## config.mk

```make
export PLATFORM = sky130hd
export DESIGN_NAME = pacc_top
export DESIGN_NICKNAME = d
export VERILOG_FILES = /design/src/verilog/pacc_pkg.sv /design/src/verilog/pacc_req_if.sv /design/src/verilog/pacc_top.sv /design/src/verilog/pacc_decode.sv /design/src/verilog/pacc_rdfilter.sv
export SDC_FILE = /design/constraint.sdc
export NUM_CORES = 1
export LEC_CHECK = 0
export BUFFER_PORTS_ARGS = -buffer_cell sky130_fd_sc_hd__buf_2
export CELL_PAD_IN_SITES_DETAIL_PLACEMENT = 1
export CELL_PAD_IN_SITES_GLOBAL_PLACEMENT = 2
export CORE_MARGIN = 4
export CORE_UTILIZATION = 27
export CTS_CLUSTER_SIZE = 30
export DETAILED_ROUTE_END_ITERATION = 16
export PLACE_DENSITY_LB_ADDON = 0.1
export SLEW_MARGIN = 20
export SYNTH_ARGS = -nofsm -noshare
export SYNTH_HDL_FRONTEND = slang
export SYNTH_SLANG_ARGS = --single-unit
```

## constraint.sdc

```tcl
create_clock -name clk_i -period 2.1 [get_ports clk_i]
set_input_delay 0.315 -clock clk_i [delete_from_list [all_inputs] [get_ports clk_i]]
set_output_delay 0.315 -clock clk_i [all_outputs]
set_load 0.01 [all_outputs]
```

## src/verilog/pacc_pkg.sv

```systemverilog
// constants and types for the password access permission block
`default_nettype none
package pacc_pkg;
    // register indices; the byte address is four times the index
    localparam logic [7:0] IDX_EN_A = 8'hc0;
    localparam logic [7:0] IDX_EN_B = 8'hc1;
    localparam logic [7:0] IDX_CTRL = 8'hc2;
    localparam logic [7:0] IDX_STAT = 8'hc3;
    // values after reset
    localparam logic [7:0] RST_EN_A = 8'h10;
    localparam logic [7:0] RST_EN_B = 8'h03;
    localparam logic [7:0] RST_CTRL = 8'h00;
    // access_enable_a fields
    localparam int A_T78 = 7;
    localparam int A_T1TOP = 6;
    localparam int A_T2 = 5;
    localparam int A_T1LOW = 4;
    localparam int A_T1MID = 3;
    localparam int A_LOWER = 2;
    localparam int A_AUXLO = 1;
    localparam int A_AUXHI = 0;
    // access_enable_b fields
    localparam int B_T46 = 7;
    localparam int B_T1TOP = 6;
    localparam int B_T2 = 5;
    localparam int B_T1LOW = 4;
    localparam int B_T1MID = 3;
    localparam int B_SECRET = 2;
    localparam int B_AUXLO_U = 1;
    localparam int B_AUXHI_U = 0;
    // control and status fields
    localparam int CTRL_ALIAS = 0;
    localparam int STAT_DENY = 8;
    // memory tables and address bounds
    localparam logic [7:0] TBL_1 = 8'h01;
    localparam logic [7:0] TBL_2 = 8'h02;
    localparam logic [7:0] TBL_4 = 8'h04;
    localparam logic [7:0] TBL_5 = 8'h05;
    localparam logic [7:0] TBL_6 = 8'h06;
    localparam logic [7:0] TBL_7 = 8'h07;
    localparam logic [7:0] TBL_8 = 8'h08;
    localparam logic [7:0] ADR_UPPER = 8'h80;
    localparam logic [7:0] ADR_LOWER_END = 8'h5f;
    localparam logic [7:0] ADR_T1_MID = 8'hc0;
    localparam logic [7:0] ADR_T1_TOP = 8'hf8;
    localparam logic [7:0] ADR_PW_LO = 8'hb0;
    localparam logic [7:0] ADR_PW_HI = 8'hb3;
    localparam logic SPACE_MAIN = 1'b0;
    localparam logic SPACE_AUX = 1'b1;
    typedef enum logic [1:0] {LVL_USER = 2'h0, LVL_ONE = 2'h1, LVL_TWO = 2'h2} pacc_level_t;
    typedef enum logic [1:0] {ST_IDLE = 2'b01, ST_ACCESS = 2'b10} pacc_apb_st_t;
endpackage : pacc_pkg
`default_nettype wire

```

## src/verilog/pacc_req_if.sv

```systemverilog
// request and decision signals between the top and its decoder and filter
`default_nettype none
interface pacc_req_if;
    pacc_pkg::pacc_level_t level;
    logic space;
    logic [7:0] tbl;
    logic [7:0] addr;
    logic alias_sel;
    logic [7:0] en_a;
    logic [7:0] en_b;
    logic rd_ok;
    logic wr_ok;
    logic secret;
    logic reg_hit;
    modport src (output level, space, tbl, addr, alias_sel, en_a, en_b, input rd_ok, wr_ok, secret, reg_hit);
    modport dec (input level, space, tbl, addr, alias_sel, en_a, en_b, output rd_ok, wr_ok, secret, reg_hit);
    modport flt (input rd_ok, secret, reg_hit);
endinterface : pacc_req_if
`default_nettype wire

```

## src/verilog/pacc_top.sv

```systemverilog
// password access permission control with apb register slave
// Notes on behaviour
// access_enable_a bit 7 opens tables 07h and 08h to level 1.
// access_enable_a bit 6 opens aliased table F8h-FFh read/write to level 1.
// access_enable_a bit 5 opens table 02h except password bytes to level 1.
// access_enable_a bit 4, set at reset, opens table 01h 80h-BFh to level 1.
// access_enable_a bit 3, clear at reset, opens table 01h C0h-F7h to level 1.
// access_enable_a bit 2 lets level 1 write main 00h-5Fh; everyone reads.
// access_enable_a bit 1 lets level 1 write aux 00h-7Fh; everyone reads.
// access_enable_a bit 0 lets level 1 read and write aux 80h-FFh.
// access_enable_b bit 7 opens tables 04h and 06h to level 1.
// access_enable_b bit 6 gives level 1 reads of aliased F8h-FFh.
// access_enable_b bit 5 gives level 1 reads of table 02h except password.
// access_enable_b bit 4 gives level 1 reads of table 01h 80h-BFh.
// access_enable_b bit 3 gives level 1 reads of table 01h C0h-F7h.
// access_enable_b bit 2 lets level 1 overwrite the level1 password bytes.
// level1 password bytes never read back, at any level.
// access_enable_b bit 1, set at reset, lets users write aux 00h-7Fh.
// access_enable_b bit 0, set at reset, opens aux 80h-FFh to users.
// grant on level 2 except password reads, level 1 with enable, or user bits; denied writes dropped.
// user and level-1 aux write bits combine by or.
//
// Local design decision: register access over APB.
`default_nettype none
module pacc_top #(
    parameter int ADDR_W = 12
) (
    input wire logic clk_i,
    input wire logic arst_n_i,
    input wire logic ce_i,
    input wire logic psel_i,
    input wire logic penable_i,
    input wire logic pwrite_i,
    input wire logic [ADDR_W-1:0] paddr_i,
    input wire logic [31:0] pwdata_i,
    input wire logic [3:0] pstrb_i,
    output logic [31:0] prdata_o,
    output logic pready_o,
    output logic pslverr_o,
    input wire logic req_valid_i,
    input wire logic req_write_i,
    input wire logic [1:0] req_level_i,
    input wire logic req_space_i,
    input wire logic [7:0] req_table_i,
    input wire logic [7:0] req_addr_i,
    input wire logic [7:0] req_wdata_i,
    input wire logic [7:0] mem_rdata_i,
    output logic rsp_valid_o,
    output logic rsp_grant_o,
    output logic [7:0] rsp_rdata_o,
    output logic mem_we_o,
    output logic mem_space_o,
    output logic [7:0] mem_table_o,
    output logic [7:0] mem_addr_o,
    output logic [7:0] mem_wdata_o
);

    // refuse address widths that cannot reach the register block
    if (ADDR_W < 10 || ADDR_W > 32) begin : g_bad_addr_w
        $error("pacc_top: ADDR_W must lie in 10..32");
    end

    // byte addresses of the registers
    localparam logic [ADDR_W-1:0] ADR_EN_A = ADDR_W'({pacc_pkg::IDX_EN_A, 2'b00});
    localparam logic [ADDR_W-1:0] ADR_EN_B = ADDR_W'({pacc_pkg::IDX_EN_B, 2'b00});
    localparam logic [ADDR_W-1:0] ADR_CTRL = ADDR_W'({pacc_pkg::IDX_CTRL, 2'b00});
    localparam logic [ADDR_W-1:0] ADR_STAT = ADDR_W'({pacc_pkg::IDX_STAT, 2'b00});

    // register state
    logic [7:0] en_a_q;
    logic [7:0] en_b_q;
    logic alias_q;
    logic [7:0] deny_cnt_q;
    logic deny_q;
    logic [1:0] last_lvl_q;

    // apb state
    pacc_pkg::pacc_apb_st_t st_q;
    pacc_pkg::pacc_apb_st_t st_d;
    logic [31:0] prdata_q;
    logic hit_q;

    // host response state
    logic rsp_valid_q;
    logic rsp_grant_q;
    logic [7:0] rsp_rdata_q;
    logic mem_we_q;
    logic mem_space_q;
    logic [7:0] mem_table_q;
    logic [7:0] mem_addr_q;
    logic [7:0] mem_wdata_q;

    // decoded apb access
    logic sel_en_a;
    logic sel_en_b;
    logic sel_ctrl;
    logic sel_stat;
    logic sel_any;
    logic setup;
    logic access;
    logic apb_wr;
    logic lane0_wr;
    logic apb_wr_a;
    logic apb_wr_b;
    logic apb_wr_ctrl;
    logic [31:0] rd_mux;

    // host decision
    logic [7:0] reg_rdata;
    logic [7:0] flt_rdata;
    logic host_take;
    logic host_rd_ok;
    logic host_wr_ok;
    logic host_grant;
    logic host_reg_wr;
    logic host_wr_a;
    logic host_wr_b;
    logic denied;
    logic stat_clr;

    pacc_req_if u_req ();

    // request fields toward the decoder
    assign u_req.level = pacc_pkg::pacc_level_t'(req_level_i);
    assign u_req.space = req_space_i;
    assign u_req.tbl = req_table_i;
    assign u_req.addr = req_addr_i;
    assign u_req.alias_sel = alias_q;
    assign u_req.en_a = en_a_q;
    assign u_req.en_b = en_b_q;

    pacc_decode u_decode (
        .req (u_req.dec)
    );

    pacc_rdfilter u_rdfilter (
        .req (u_req.flt),
        .mem_rdata_i (mem_rdata_i),
        .reg_rdata_i (reg_rdata),
        .rdata_o (flt_rdata)
    );

    // register value seen by the host at table 02h C0h/C1h
    assign reg_rdata = req_addr_i[0] ? en_b_q : en_a_q;

    // host decision terms
    assign host_take = ce_i & req_valid_i;
    assign host_rd_ok = u_req.rd_ok;
    assign host_wr_ok = u_req.wr_ok;
    assign host_grant = req_write_i ? host_wr_ok : host_rd_ok;
    assign host_reg_wr = host_take & req_write_i & host_wr_ok & u_req.reg_hit;
    assign host_wr_a = host_reg_wr & ~req_addr_i[0];
    assign host_wr_b = host_reg_wr & req_addr_i[0];
    assign denied = host_take & ~host_grant;

    // apb address decode
    assign sel_en_a = (paddr_i == ADR_EN_A);
    assign sel_en_b = (paddr_i == ADR_EN_B);
    assign sel_ctrl = (paddr_i == ADR_CTRL);
    assign sel_stat = (paddr_i == ADR_STAT);
    assign sel_any = sel_en_a | sel_en_b | sel_ctrl | sel_stat;

    // apb phases
    assign setup = psel_i & ~penable_i;
    assign access = (st_q == pacc_pkg::ST_ACCESS) & psel_i & penable_i;
    assign pready_o = access & ce_i;
    assign pslverr_o = pready_o & ~hit_q;
    assign apb_wr = pready_o & pwrite_i & hit_q;
    assign lane0_wr = apb_wr & pstrb_i[0];
    assign stat_clr = lane0_wr & sel_stat;

    assign apb_wr_a = lane0_wr & sel_en_a;
    assign apb_wr_b = lane0_wr & sel_en_b;
    assign apb_wr_ctrl = lane0_wr & sel_ctrl;

    // apb read data, low byte carries each 8-bit register
    always_comb begin
        rd_mux = 32'h0000_0000;
        if (sel_en_a) begin
            rd_mux = {24'h00_0000, en_a_q};
        end else if (sel_en_b) begin
            rd_mux = {24'h00_0000, en_b_q};
        end else if (sel_ctrl) begin
            rd_mux = {31'h0000_0000, alias_q};
        end else if (sel_stat) begin
            rd_mux[7:0] = deny_cnt_q;
            rd_mux[pacc_pkg::STAT_DENY] = deny_q;
            rd_mux[pacc_pkg::STAT_DENY+1 +: 2] = last_lvl_q;
        end
    end

    // apb phase tracking
    always_comb begin
        case (st_q)
            pacc_pkg::ST_IDLE: begin
                st_d = setup ? pacc_pkg::ST_ACCESS : pacc_pkg::ST_IDLE;
            end
            pacc_pkg::ST_ACCESS: begin
                st_d = (access || !psel_i) ? pacc_pkg::ST_IDLE : pacc_pkg::ST_ACCESS;
            end
            default: begin
                st_d = pacc_pkg::ST_IDLE;
            end
        endcase
    end

    always_ff @(posedge clk_i or negedge arst_n_i) begin
        if (!arst_n_i) begin
            st_q <= pacc_pkg::ST_IDLE;
        end else if (ce_i) begin
            st_q <= st_d;
        end
    end

    // read data and decode captured in the setup cycle
    always_ff @(posedge clk_i or negedge arst_n_i) begin
        if (!arst_n_i) begin
            prdata_q <= 32'h0000_0000;
            hit_q <= 1'b0;
        end else if (ce_i && st_q == pacc_pkg::ST_IDLE && setup) begin
            prdata_q <= pwrite_i ? 32'h0000_0000 : rd_mux;
            hit_q <= sel_any;
        end
    end

    assign prdata_o = prdata_q;

    // first permission register; apb write wins over a host write
    always_ff @(posedge clk_i or negedge arst_n_i) begin
        if (!arst_n_i) begin
            en_a_q <= pacc_pkg::RST_EN_A;
        end else if (ce_i) begin
            if (apb_wr_a) begin
                en_a_q <= pwdata_i[7:0];
            end else if (host_wr_a) begin
                en_a_q <= req_wdata_i;
            end
        end
    end

    // second permission register
    always_ff @(posedge clk_i or negedge arst_n_i) begin
        if (!arst_n_i) begin
            en_b_q <= pacc_pkg::RST_EN_B;
        end else if (ce_i) begin
            if (apb_wr_b) begin
                en_b_q <= pwdata_i[7:0];
            end else if (host_wr_b) begin
                en_b_q <= req_wdata_i;
            end
        end
    end

    // table alias select for the F8h-FFh window
    always_ff @(posedge clk_i or negedge arst_n_i) begin
        if (!arst_n_i) begin
            alias_q <= pacc_pkg::RST_CTRL[pacc_pkg::CTRL_ALIAS];
        end else if (ce_i && apb_wr_ctrl) begin
            alias_q <= pwdata_i[pacc_pkg::CTRL_ALIAS];
        end
    end

    // denial count saturates; a new denial beats a clear
    always_ff @(posedge clk_i or negedge arst_n_i) begin
        if (!arst_n_i) begin
            deny_cnt_q <= 8'h00;
        end else if (ce_i) begin
            if (denied) begin
                if (stat_clr) begin
                    deny_cnt_q <= 8'h01;
                end else if (deny_cnt_q != 8'hff) begin
                    deny_cnt_q <= deny_cnt_q + 8'h01;
                end
            end else if (stat_clr) begin
                deny_cnt_q <= 8'h00;
            end
        end
    end

    // last request outcome and level
    always_ff @(posedge clk_i or negedge arst_n_i) begin
        if (!arst_n_i) begin
            deny_q <= 1'b0;
            last_lvl_q <= 2'h0;
        end else if (ce_i) begin
            if (host_take) begin
                deny_q <= ~host_grant;
                last_lvl_q <= req_level_i;
            end else if (stat_clr) begin
                deny_q <= 1'b0;
            end
        end
    end

    // host response, one cycle after the request
    always_ff @(posedge clk_i or negedge arst_n_i) begin
        if (!arst_n_i) begin
            rsp_valid_q <= 1'b0;
            rsp_grant_q <= 1'b0;
            rsp_rdata_q <= 8'h00;
        end else if (ce_i) begin
            rsp_valid_q <= req_valid_i;
            if (req_valid_i) begin
                rsp_grant_q <= host_grant;
                rsp_rdata_q <= req_write_i ? 8'h00 : flt_rdata;
            end
        end
    end

    // memory write strobe only for granted writes outside the registers
    always_ff @(posedge clk_i or negedge arst_n_i) begin
        if (!arst_n_i) begin
            mem_we_q <= 1'b0;
        end else if (ce_i) begin
            mem_we_q <= req_valid_i & req_write_i & host_wr_ok & ~u_req.reg_hit;
        end
    end

    // memory write address and data
    always_ff @(posedge clk_i or negedge arst_n_i) begin
        if (!arst_n_i) begin
            mem_space_q <= 1'b0;
            mem_table_q <= 8'h00;
            mem_addr_q <= 8'h00;
            mem_wdata_q <= 8'h00;
        end else if (ce_i && req_valid_i) begin
            mem_space_q <= req_space_i;
            mem_table_q <= req_table_i;
            mem_addr_q <= req_addr_i;
            mem_wdata_q <= req_wdata_i;
        end
    end

    assign rsp_valid_o = rsp_valid_q;
    assign rsp_grant_o = rsp_grant_q;
    assign rsp_rdata_o = rsp_rdata_q;
    assign mem_we_o = mem_we_q;
    assign mem_space_o = mem_space_q;
    assign mem_table_o = mem_table_q;
    assign mem_addr_o = mem_addr_q;
    assign mem_wdata_o = mem_wdata_q;

endmodule : pacc_top
`default_nettype wire

```

## src/verilog/pacc_decode.sv

```systemverilog
// region decode and read/write permission decision
`default_nettype none
module pacc_decode (
    pacc_req_if.dec req
);
    logic l1_rd;
    logic l1_wr;
    logic usr_rd;
    logic usr_wr;
    logic is_l1;
    logic is_l2;
    logic [7:0] a;
    logic [7:0] b;

    assign a = req.en_a;
    assign b = req.en_b;
    assign is_l1 = (req.level == pacc_pkg::LVL_ONE);
    assign is_l2 = (req.level == pacc_pkg::LVL_TWO);

    always_comb begin
        l1_rd = 1'b0;
        l1_wr = 1'b0;
        usr_rd = 1'b0;
        usr_wr = 1'b0;
        req.secret = 1'b0;
        req.reg_hit = 1'b0;
        if (req.space == pacc_pkg::SPACE_AUX) begin
            if (req.addr < pacc_pkg::ADR_UPPER) begin
                usr_rd = 1'b1;
                l1_wr = a[pacc_pkg::A_AUXLO];
                usr_wr = b[pacc_pkg::B_AUXLO_U];
            end else begin
                usr_rd = b[pacc_pkg::B_AUXHI_U];
                l1_rd = a[pacc_pkg::A_AUXHI];
                l1_wr = a[pacc_pkg::A_AUXHI];
                usr_wr = b[pacc_pkg::B_AUXHI_U];
            end
        end else if (req.addr < pacc_pkg::ADR_UPPER) begin
            usr_rd = 1'b1;
            if (req.addr <= pacc_pkg::ADR_LOWER_END) begin
                l1_wr = a[pacc_pkg::A_LOWER];
            end else begin
                usr_wr = 1'b1;
            end
        end else begin
            case (req.tbl)
                pacc_pkg::TBL_1, pacc_pkg::TBL_5: begin
                    if (req.addr >= pacc_pkg::ADR_T1_TOP) begin
                        if (req.alias_sel == (req.tbl == pacc_pkg::TBL_5)) begin
                            l1_rd = a[pacc_pkg::A_T1TOP] | b[pacc_pkg::B_T1TOP];
                            l1_wr = a[pacc_pkg::A_T1TOP];
                        end
                    end else if (req.tbl == pacc_pkg::TBL_1) begin
                        if (req.addr >= pacc_pkg::ADR_T1_MID) begin
                            l1_rd = a[pacc_pkg::A_T1MID] | b[pacc_pkg::B_T1MID];
                            l1_wr = a[pacc_pkg::A_T1MID];
                        end else begin
                            l1_rd = a[pacc_pkg::A_T1LOW] | b[pacc_pkg::B_T1LOW];
                            l1_wr = a[pacc_pkg::A_T1LOW];
                        end
                    end
                end
                pacc_pkg::TBL_2: begin
                    if (req.addr >= pacc_pkg::ADR_PW_LO && req.addr <= pacc_pkg::ADR_PW_HI) begin
                        req.secret = 1'b1;
                        l1_wr = b[pacc_pkg::B_SECRET];
                    end else begin
                        l1_rd = a[pacc_pkg::A_T2] | b[pacc_pkg::B_T2];
                        l1_wr = a[pacc_pkg::A_T2];
                        req.reg_hit = (req.addr == pacc_pkg::IDX_EN_A) || (req.addr == pacc_pkg::IDX_EN_B);
                    end
                end
                pacc_pkg::TBL_4, pacc_pkg::TBL_6: begin
                    l1_rd = b[pacc_pkg::B_T46];
                    l1_wr = b[pacc_pkg::B_T46];
                end
                pacc_pkg::TBL_7, pacc_pkg::TBL_8: begin
                    l1_rd = a[pacc_pkg::A_T78];
                    l1_wr = a[pacc_pkg::A_T78];
                end
                default: begin
                end
            endcase
        end
    end

    assign req.rd_ok = ~req.secret & (is_l2 | (is_l1 & l1_rd) | usr_rd);
    assign req.wr_ok = is_l2 | (is_l1 & l1_wr) | usr_wr;
endmodule : pacc_decode
`default_nettype wire

```

## src/verilog/pacc_rdfilter.sv

```systemverilog
// read data selection that blanks denied and secret bytes
`default_nettype none
module pacc_rdfilter (
    pacc_req_if.flt req,
    input wire logic [7:0] mem_rdata_i,
    input wire logic [7:0] reg_rdata_i,
    output logic [7:0] rdata_o
);
    always_comb begin
        if (!req.rd_ok || req.secret) begin
            rdata_o = 8'h00;
        end else if (req.reg_hit) begin
            rdata_o = reg_rdata_i;
        end else begin
            rdata_o = mem_rdata_i;
        end
    end
endmodule : pacc_rdfilter
`default_nettype wire

```

# After elaboration in Yosys (flattened, before gate mapping)
# Index checks and enable logic that the tools add are counted.
word_totals:
  register_bits: 99
  out_inout_bits: 70
  wordCells: 166
op_classes:
  n_addsub: 1
  n_lt_le_gt_ge: 6
  eq_ne: 19
  mux: 57
  bitwise: 42
  reduce_logical: 24
ops:
  columns: ["cell", "n"]
  rows:
  - ["two-way mux 8 bit", 12]
  - ["two-way mux 32 bit", 2]
  - ["== test 12 x 10 -> 1 bit, second input constant", 4]
  - ["two-way mux 1 bit", 35]
  - ["two-way mux 11 bit", 3]
  - ["== test 8 x 3 -> 1 bit, second input constant", 4]
  - ["bitwise AND 1 bit", 25]
  - [">= comparator 8 bit, second input constant", 3]
  - ["== test 8 bit, second input constant", 2]
  - ["OR 1 bit", 11]
  - ["AND reduction 2 bit", 5]
  - ["nonzero test 2 bit", 5]
  - ["adder 8 x 1 -> 8 bit, second input constant", 1]
  - ["== test 8 x 1 -> 1 bit, second input constant", 1]
  - ["== test 8 x 2 -> 1 bit, second input constant", 1]
  - ["== test 8 x 4 -> 1 bit, second input constant", 1]
  - ["less-or-equal comparator 8 x 7 -> 1 bit, second input constant", 1]
  - ["less-or-equal comparator 8 bit, second input constant", 1]
  - ["< comparator 8 bit, second input constant", 1]
  - ["!= test 8 bit, second input constant", 1]
  - ["case mux 1 bit (4 select lines)", 2]
  - ["inverter 1 bit", 6]
  - ["OR reduction 2 bit", 3]
  - ["logical AND 1 bit", 5]
  - ["8 further kinds", 14]

# Longest topological paths before layout
depth:
  ltp_word: 16
  mapped_depth: 9
  mapped_depth_nobuf: 8

# Cells and area by module
# Synthesis repeated with hierarchy kept, for this count alone.
unflattened:
  hier_cells: 420
  area_unflattened_um2: 4421.7
modules_own_cells:
  columns: ["module", "n_inst", "cells_each", "area_each_um2"]
  rows:
  - ["pacc_top", 1, 345, 3900.0]
  - ["pacc_decode", 1, 56, 389.1]
  - ["pacc_rdfilter", 1, 19, 132.6]

# Worst setup path after synthesis
# Ideal clock, no wire load.
synth_timing:
  kind: "input-to-reg"
  start: "input port req_table_i[5]"
  end: "register en_a_q[1]"
  setup_ps: 125
  arrival_ps: 2443
  setup_slack_ps: -468
  cell_stages: 7
  path_buffers: 1
  cell_sequence: "or4_4 > nor4_4 > a221oi_2 > or2_1 > buf_6 > o41ai_4 > mux2_2"
synth_via:
  elab_chain_cells: 15
  word_cells_on_any_way: 28
  cone_classes: "eq/ne (8); mux (9); bitwise (6); reduce/logical (5)"
synth_lines:
  columns: ["element", "line", "text"]
  rows:
  - ["start, declared", "pacc_top.sv:44", "input wire logic [7:0] req_table_i,"]
  - ["== test 8 x 3 -> 1 bit", "pacc_decode.sv:46, pacc_decode.sv:49", null]
  - ["== test 1 bit", "pacc_decode.sv:49", "if (req.alias_sel == (req.tbl == pacc_pkg::TBL_5)) begin"]
  - ["two-way mux 1 bit", "pacc_decode.sv:49", null]
  - ["two-way mux 1 bit", "pacc_decode.sv:48", "if (req.addr >= pacc_pkg::ADR_T1_TOP) begin"]
  - ["case mux 1 bit (4 select lines)", "pacc_decode.sv:46", "case (req.tbl)"]
  - ["two-way mux 1 bit", "pacc_decode.sv:38", "end else if (req.addr < pacc_pkg::ADR_UPPER) begin"]
  - ["two-way mux 1 bit", "pacc_decode.sv:27", "if (req.space == pacc_pkg::SPACE_AUX) begin"]
  - ["bitwise AND 1 bit", "pacc_decode.sv:88", "assign req.wr_ok = is_l2 | (is_l1 & l1_wr) | usr_wr;"]
  - ["OR 1 bit (2 in series)", "pacc_decode.sv:88", null]
  - ["bitwise AND 1 bit", "pacc_top.sv:151", "assign host_reg_wr = host_take & req_write_i & host_wr_ok & u_req.reg_hit;"]
  - ["bitwise AND 1 bit (*)", "pacc_top.sv:151", null]
  - ["bitwise AND 1 bit (*)", "pacc_top.sv:152", "assign host_wr_a = host_reg_wr & ~req_addr_i[0];"]
  - ["nonzero test 2 bit (no line) (*)", null, null]
  - ["AND reduction 2 bit (no line) (*)", null, null]
  - ["end signal, assigned", "pacc_top.sv:231", "en_a_q <= pacc_pkg::RST_EN_A;"]
  - ["end signal, assigned", "pacc_top.sv:234", "en_a_q <= pwdata_i[7:0];"]
  - ["end signal, assigned", "pacc_top.sv:236", "en_a_q <= req_wdata_i;"]
  - ["end, declared", "pacc_top.sv:70", "logic [7:0] en_a_q;"]
# Mark *: on every way between the ends. The rest lies on a longest branch, timed or not.
# A chain may end at the register's enable or synchronous reset.

# Worst setup path in the final report
layout_timing:
  start: "input port req_table_i[5]"
  end: "register en_a_q[5]"
# Same word-level chain as after synthesis.

==> flow_summary_export.csv <==
group,metric,value,unit
run_status,status,"complete, but fails checks",
run_status,violations_in_the_final_reports,"setup timing",
sta,timing.slew.headroom,0.610,
global_route,grt_start_max_net_pins,45,
global_route,antenna_found_initial,0,
cells_and_area,layout.nets,719,
die,total_die_area,0.0184,sq mm
logic_synthesis,synth_cells,430,
clock_tree,clk-insertion-delay-late,350,ps
place,dp_worst_setup_slack,-532,ps
setup_path,crit_fanout,8,
sta,final.min_clock_period,2180,ps
logic_synthesis,synth_enable_flop_cells,0,
pwr,power.density,674,mW/mm^2
clock_tree,cts_root_buf,"sky130_fd_sc_hd__clkbuf_16",
clock_tree,cts.sinks,78,
global_route,first_pass_grt_wire_length,24600,um
sta,setup_total_negative_slack,-740,ps
sta,final.setup.worst_slack,-82.4,ps
cells_and_area,antenna_cells,0,
place,port-buffer-count,112,
detailed_routing,drtIter0Drc,122,
detailed_routing,num_vias,4023,
detailed_routing,detail_route.first_pass.iterations,5,
sta,clock.fmax,0.458,GHz
logic_synthesis,synth_top_flop_cell,"sky130_fd_sc_hd__dfrtp_1",
global_route,vias_in_the_first_global_route,4414,
die,coreArea,0.0159,sq mm
flow_run,maxCapViolCount,0,
die,row_count,46,
cells_and_area,postLayoutCellArea,0.00635,sq mm
worst_hold_path,holdPathStages,2,
cells_and_area,fin_cells,846,
sta,report.final.hold_viol_count,0,
setup_path,crit_type,"in2reg",
logic_synthesis,top_area_cell_type_share_of_the_netlist_area,0.422,
worst_hold_path,worstHoldEndpoint,"mem_table_o[5]$_DFFE_PN0P_",
cells_and_area,flow.area_growth_from_synthesis,44.5,%
setup_path,r2r.worst_path.cells,8,
setup_path,end_kind,"register",
sta,final.period_utilization,1.04,
setup_path,timing.critical_path.required,2340,ps
pwr,vdd.ir_drop.worst,0.000391,V
setup_path,reg2reg_from,"alias_q$_DFFE_PN0P_",
logic_synthesis,synth_warnings,0,
clock_tree,tritoncts,"yes",
place,place_congestion,0.819,
die,io-pin-count,161,
setup_path,setup.reg_to_reg.worst_slack,-70,ps
place,placedCellCount,817,
detailed_routing,wl,15900,um
logic_synthesis,synth_cell_type_count,63,
place,detailed_place_hpwl,12100,um
place,area_after_detailed_placement,0.00573,sq mm
logic_synthesis,synth-seq-cells,78,
logic_synthesis,synth_area_per_cell,10.2,sq um
setup_path,worstSetupStartpointType,"primary input",
sta,grt_setup_unrepaired,"yes",
clock_tree,htree_levels,3,
sta,timing.clock.skew,6.26,ps
sta,timing_worst_slew_pin_value,585,ps
detailed_routing,wl_per_cell,18.8,um
clock_tree,cts-buffers-inserted,9,
sta,slew_violations,0,
global_route,grt.total_usage,0.177,
clock_tree,clk_path_buf_depth,2,
cells_and_area,drive_above_1_share,0.500,
logic_synthesis,synth.top_cells.by_area,"sky130_fd_sc_hd__dfrtp_1 (42%), sky130_fd_sc_hd__mux2_2 (15%), sky130_fd_sc_hd__nand2_1 (4.5%)",
die,die-height,136,um
die,initial_utilization,0.277,
setup_path,critical_path.reg2reg.endpoint,"en_a_q[5]$_DFFE_PN0P_",
die,die_w,136,um
logic_synthesis,synth.largest_area_cell,"sky130_fd_sc_hd__dfrtp_1",
setup_path,timing.critical_path.arrival,2420,ps
detailed_routing,drcViolationCount,0,
detailed_routing,ant_nets,0,
global_route,grt_remaining_overflow,0,
logic_synthesis,ys_async_sr_fraction,1.00,
pwr,static-leakage-power,3.12,nW
logic_synthesis,synth_sequential_area_ratio,0.445,
worst_hold_path,hp-class,"in2reg",
detailed_routing,detail_route.vias_per_cell,4.76,
worst_hold_path,timing.hold.worst.start,"req_table_i[5]",
logic_synthesis,synth_area,0.00439,sq mm
clock_tree,clkTransAtPathRegs,70,ps
sta,finalSetupViolCount,17,
==> through the flow <==
step                power [mW]  hold WS [ps]   util
finish                    4.28           207  0.399
global route              4.52           187  0.399
CTS                       4.31           195  0.390
detailed placement        2.53           337  0.361
global placement          2.51           337  0.361
floorplan                 2.15          19.4      -
==> cells in the mapped netlist, types with 4 or more instances <==
library cell	number
sky130_fd_sc_hd__mux2i_1	14
sky130_fd_sc_hd__o211ai_1	9
sky130_fd_sc_hd__nor2_1	31
sky130_fd_sc_hd__or4_1	5
sky130_fd_sc_hd__and3_1	5
sky130_fd_sc_hd__nand2b_1	7
sky130_fd_sc_hd__buf_4	21
sky130_fd_sc_hd__dfstp_2	4
sky130_fd_sc_hd__dfrtp_1	74
sky130_fd_sc_hd__a21oi_1	13
sky130_fd_sc_hd__nor4_1	6
sky130_fd_sc_hd__nand2_1	53
sky130_fd_sc_hd__nand3_1	10
sky130_fd_sc_hd__o21ai_0	15
sky130_fd_sc_hd__inv_1	9
sky130_fd_sc_hd__mux2_2	58
sky130_fd_sc_hd__nand4_1	7
sky130_fd_sc_hd__clkbuf_1	13
sky130_fd_sc_hd__o31ai_1	15
==> worst max path at each step <==
stage	from	endpoint	slack [ps]	cells after the start
floorplan	req_table_i[5]	en_a_q[1]$_DFFE_PN0P_	-390	7
global placement	req_table_i[5]	en_a_q[1]$_DFFE_PN0P_	-470	8
detailed placement	req_table_i[5]	en_a_q[5]$_DFFE_PN0P_	-530	8
global route	alias_q$_DFFE_PN0P_	en_a_q[7]$_DFFE_PN0P_	-140	8
CTS	alias_q$_DFFE_PN0P_	en_a_q[5]$_DFFE_PN0P_	-150	8
finish	req_table_i[5]	en_a_q[5]$_DFFE_PN0P_	-80	9
==> where the power goes <==
| group | switching (mW) | internal (mW) |
|---|---|---|
| Sequential | 0.0891 | 1.64 |
| Combinational | 0.430 | 0.375 |
| Clock | 0.690 | 1.05 |
| Total | 1.21 | 3.07 |
==> placed cells by master (no fill, tap or decap), drive strengths merged, types with 13 or more instances in the layout <==
cell,instances
buf,202
dfrtp,74
mux2,58
nand2,53
nor2,31
conb,21
o21ai,16
o31ai,16
mux2i,14
a21oi,13
==> repair_timing <==
action | in CTS | in global routing
cloned | 0 | 1
endpoints found under the hold margin | 33 | 0
hold buffers | 1 | 0
setup buffers | 9 | 4
gates resized for setup | 16 | 24
setup endpoints to repair | 32 | 32
pin swaps | 15 | 17
==> sequential cells by signal (all words and copies together) (netlist names) <==
register,cells
hit_q,1
rsp_grant_o,1
rsp_valid_o,1
mem_table_o,8
deny_cnt_q,8
en_a_q,8
rsp_rdata_o,8
st_q,2
mem_wdata_o,8
en_b_q,8
prdata_o,11
alias_q,1
deny_q,1
mem_we_o,1
mem_space_o,1
last_lvl_q,2
mem_addr_o,8
==> cells by family (layout without fill, tap and decap cells) <==
logic type / after synthesis / in the layout / share of synthesized area
xor+xnor: 1 / 1 / 0.00199
other cells: 1 / 21 / 0.000854
flops: 78 / 78 / 0.445
compound gates: 77 / 77 / 0.128
fa+ha+maj: 3 / 3 / 0.00855
buf+inv: 49 / 228 / 0.0624
mux: 72 / 72 / 0.181
simple gates: 149 / 150 / 0.172
==> metal layers <==
layer,vias to the layer above,wire length (um),GRT usage
met1,1984,7000,0.226
met2,107,7810,0.299
met4,0,265,0.0599
met3,15,785,0.0371
met5,-,0,0
li1,1917,-,-
==> worst max-delay path, cell delays in order <==
cell	delay (ps)
sky130_fd_sc_hd__buf_6	90
sky130_fd_sc_hd__or4_4	570
sky130_fd_sc_hd__nor4_4	170
sky130_fd_sc_hd__buf_4	160
sky130_fd_sc_hd__a221oi_2	60
sky130_fd_sc_hd__or2_4	290
sky130_fd_sc_hd__o41ai_4	230
sky130_fd_sc_hd__buf_6	190
sky130_fd_sc_hd__mux2_2	340
==> cell type report <==
type	instances	area (sq um)
clock buffer	10	229
inverter	9	33.8
fill	1848	9540
timing repair buffer	203	1320
multi-input combinational	324	2440
sequential	78	1960
tap	216	270
clock inverter	6	93.8
No activity file was read; power rests on OpenSTA's default activity.
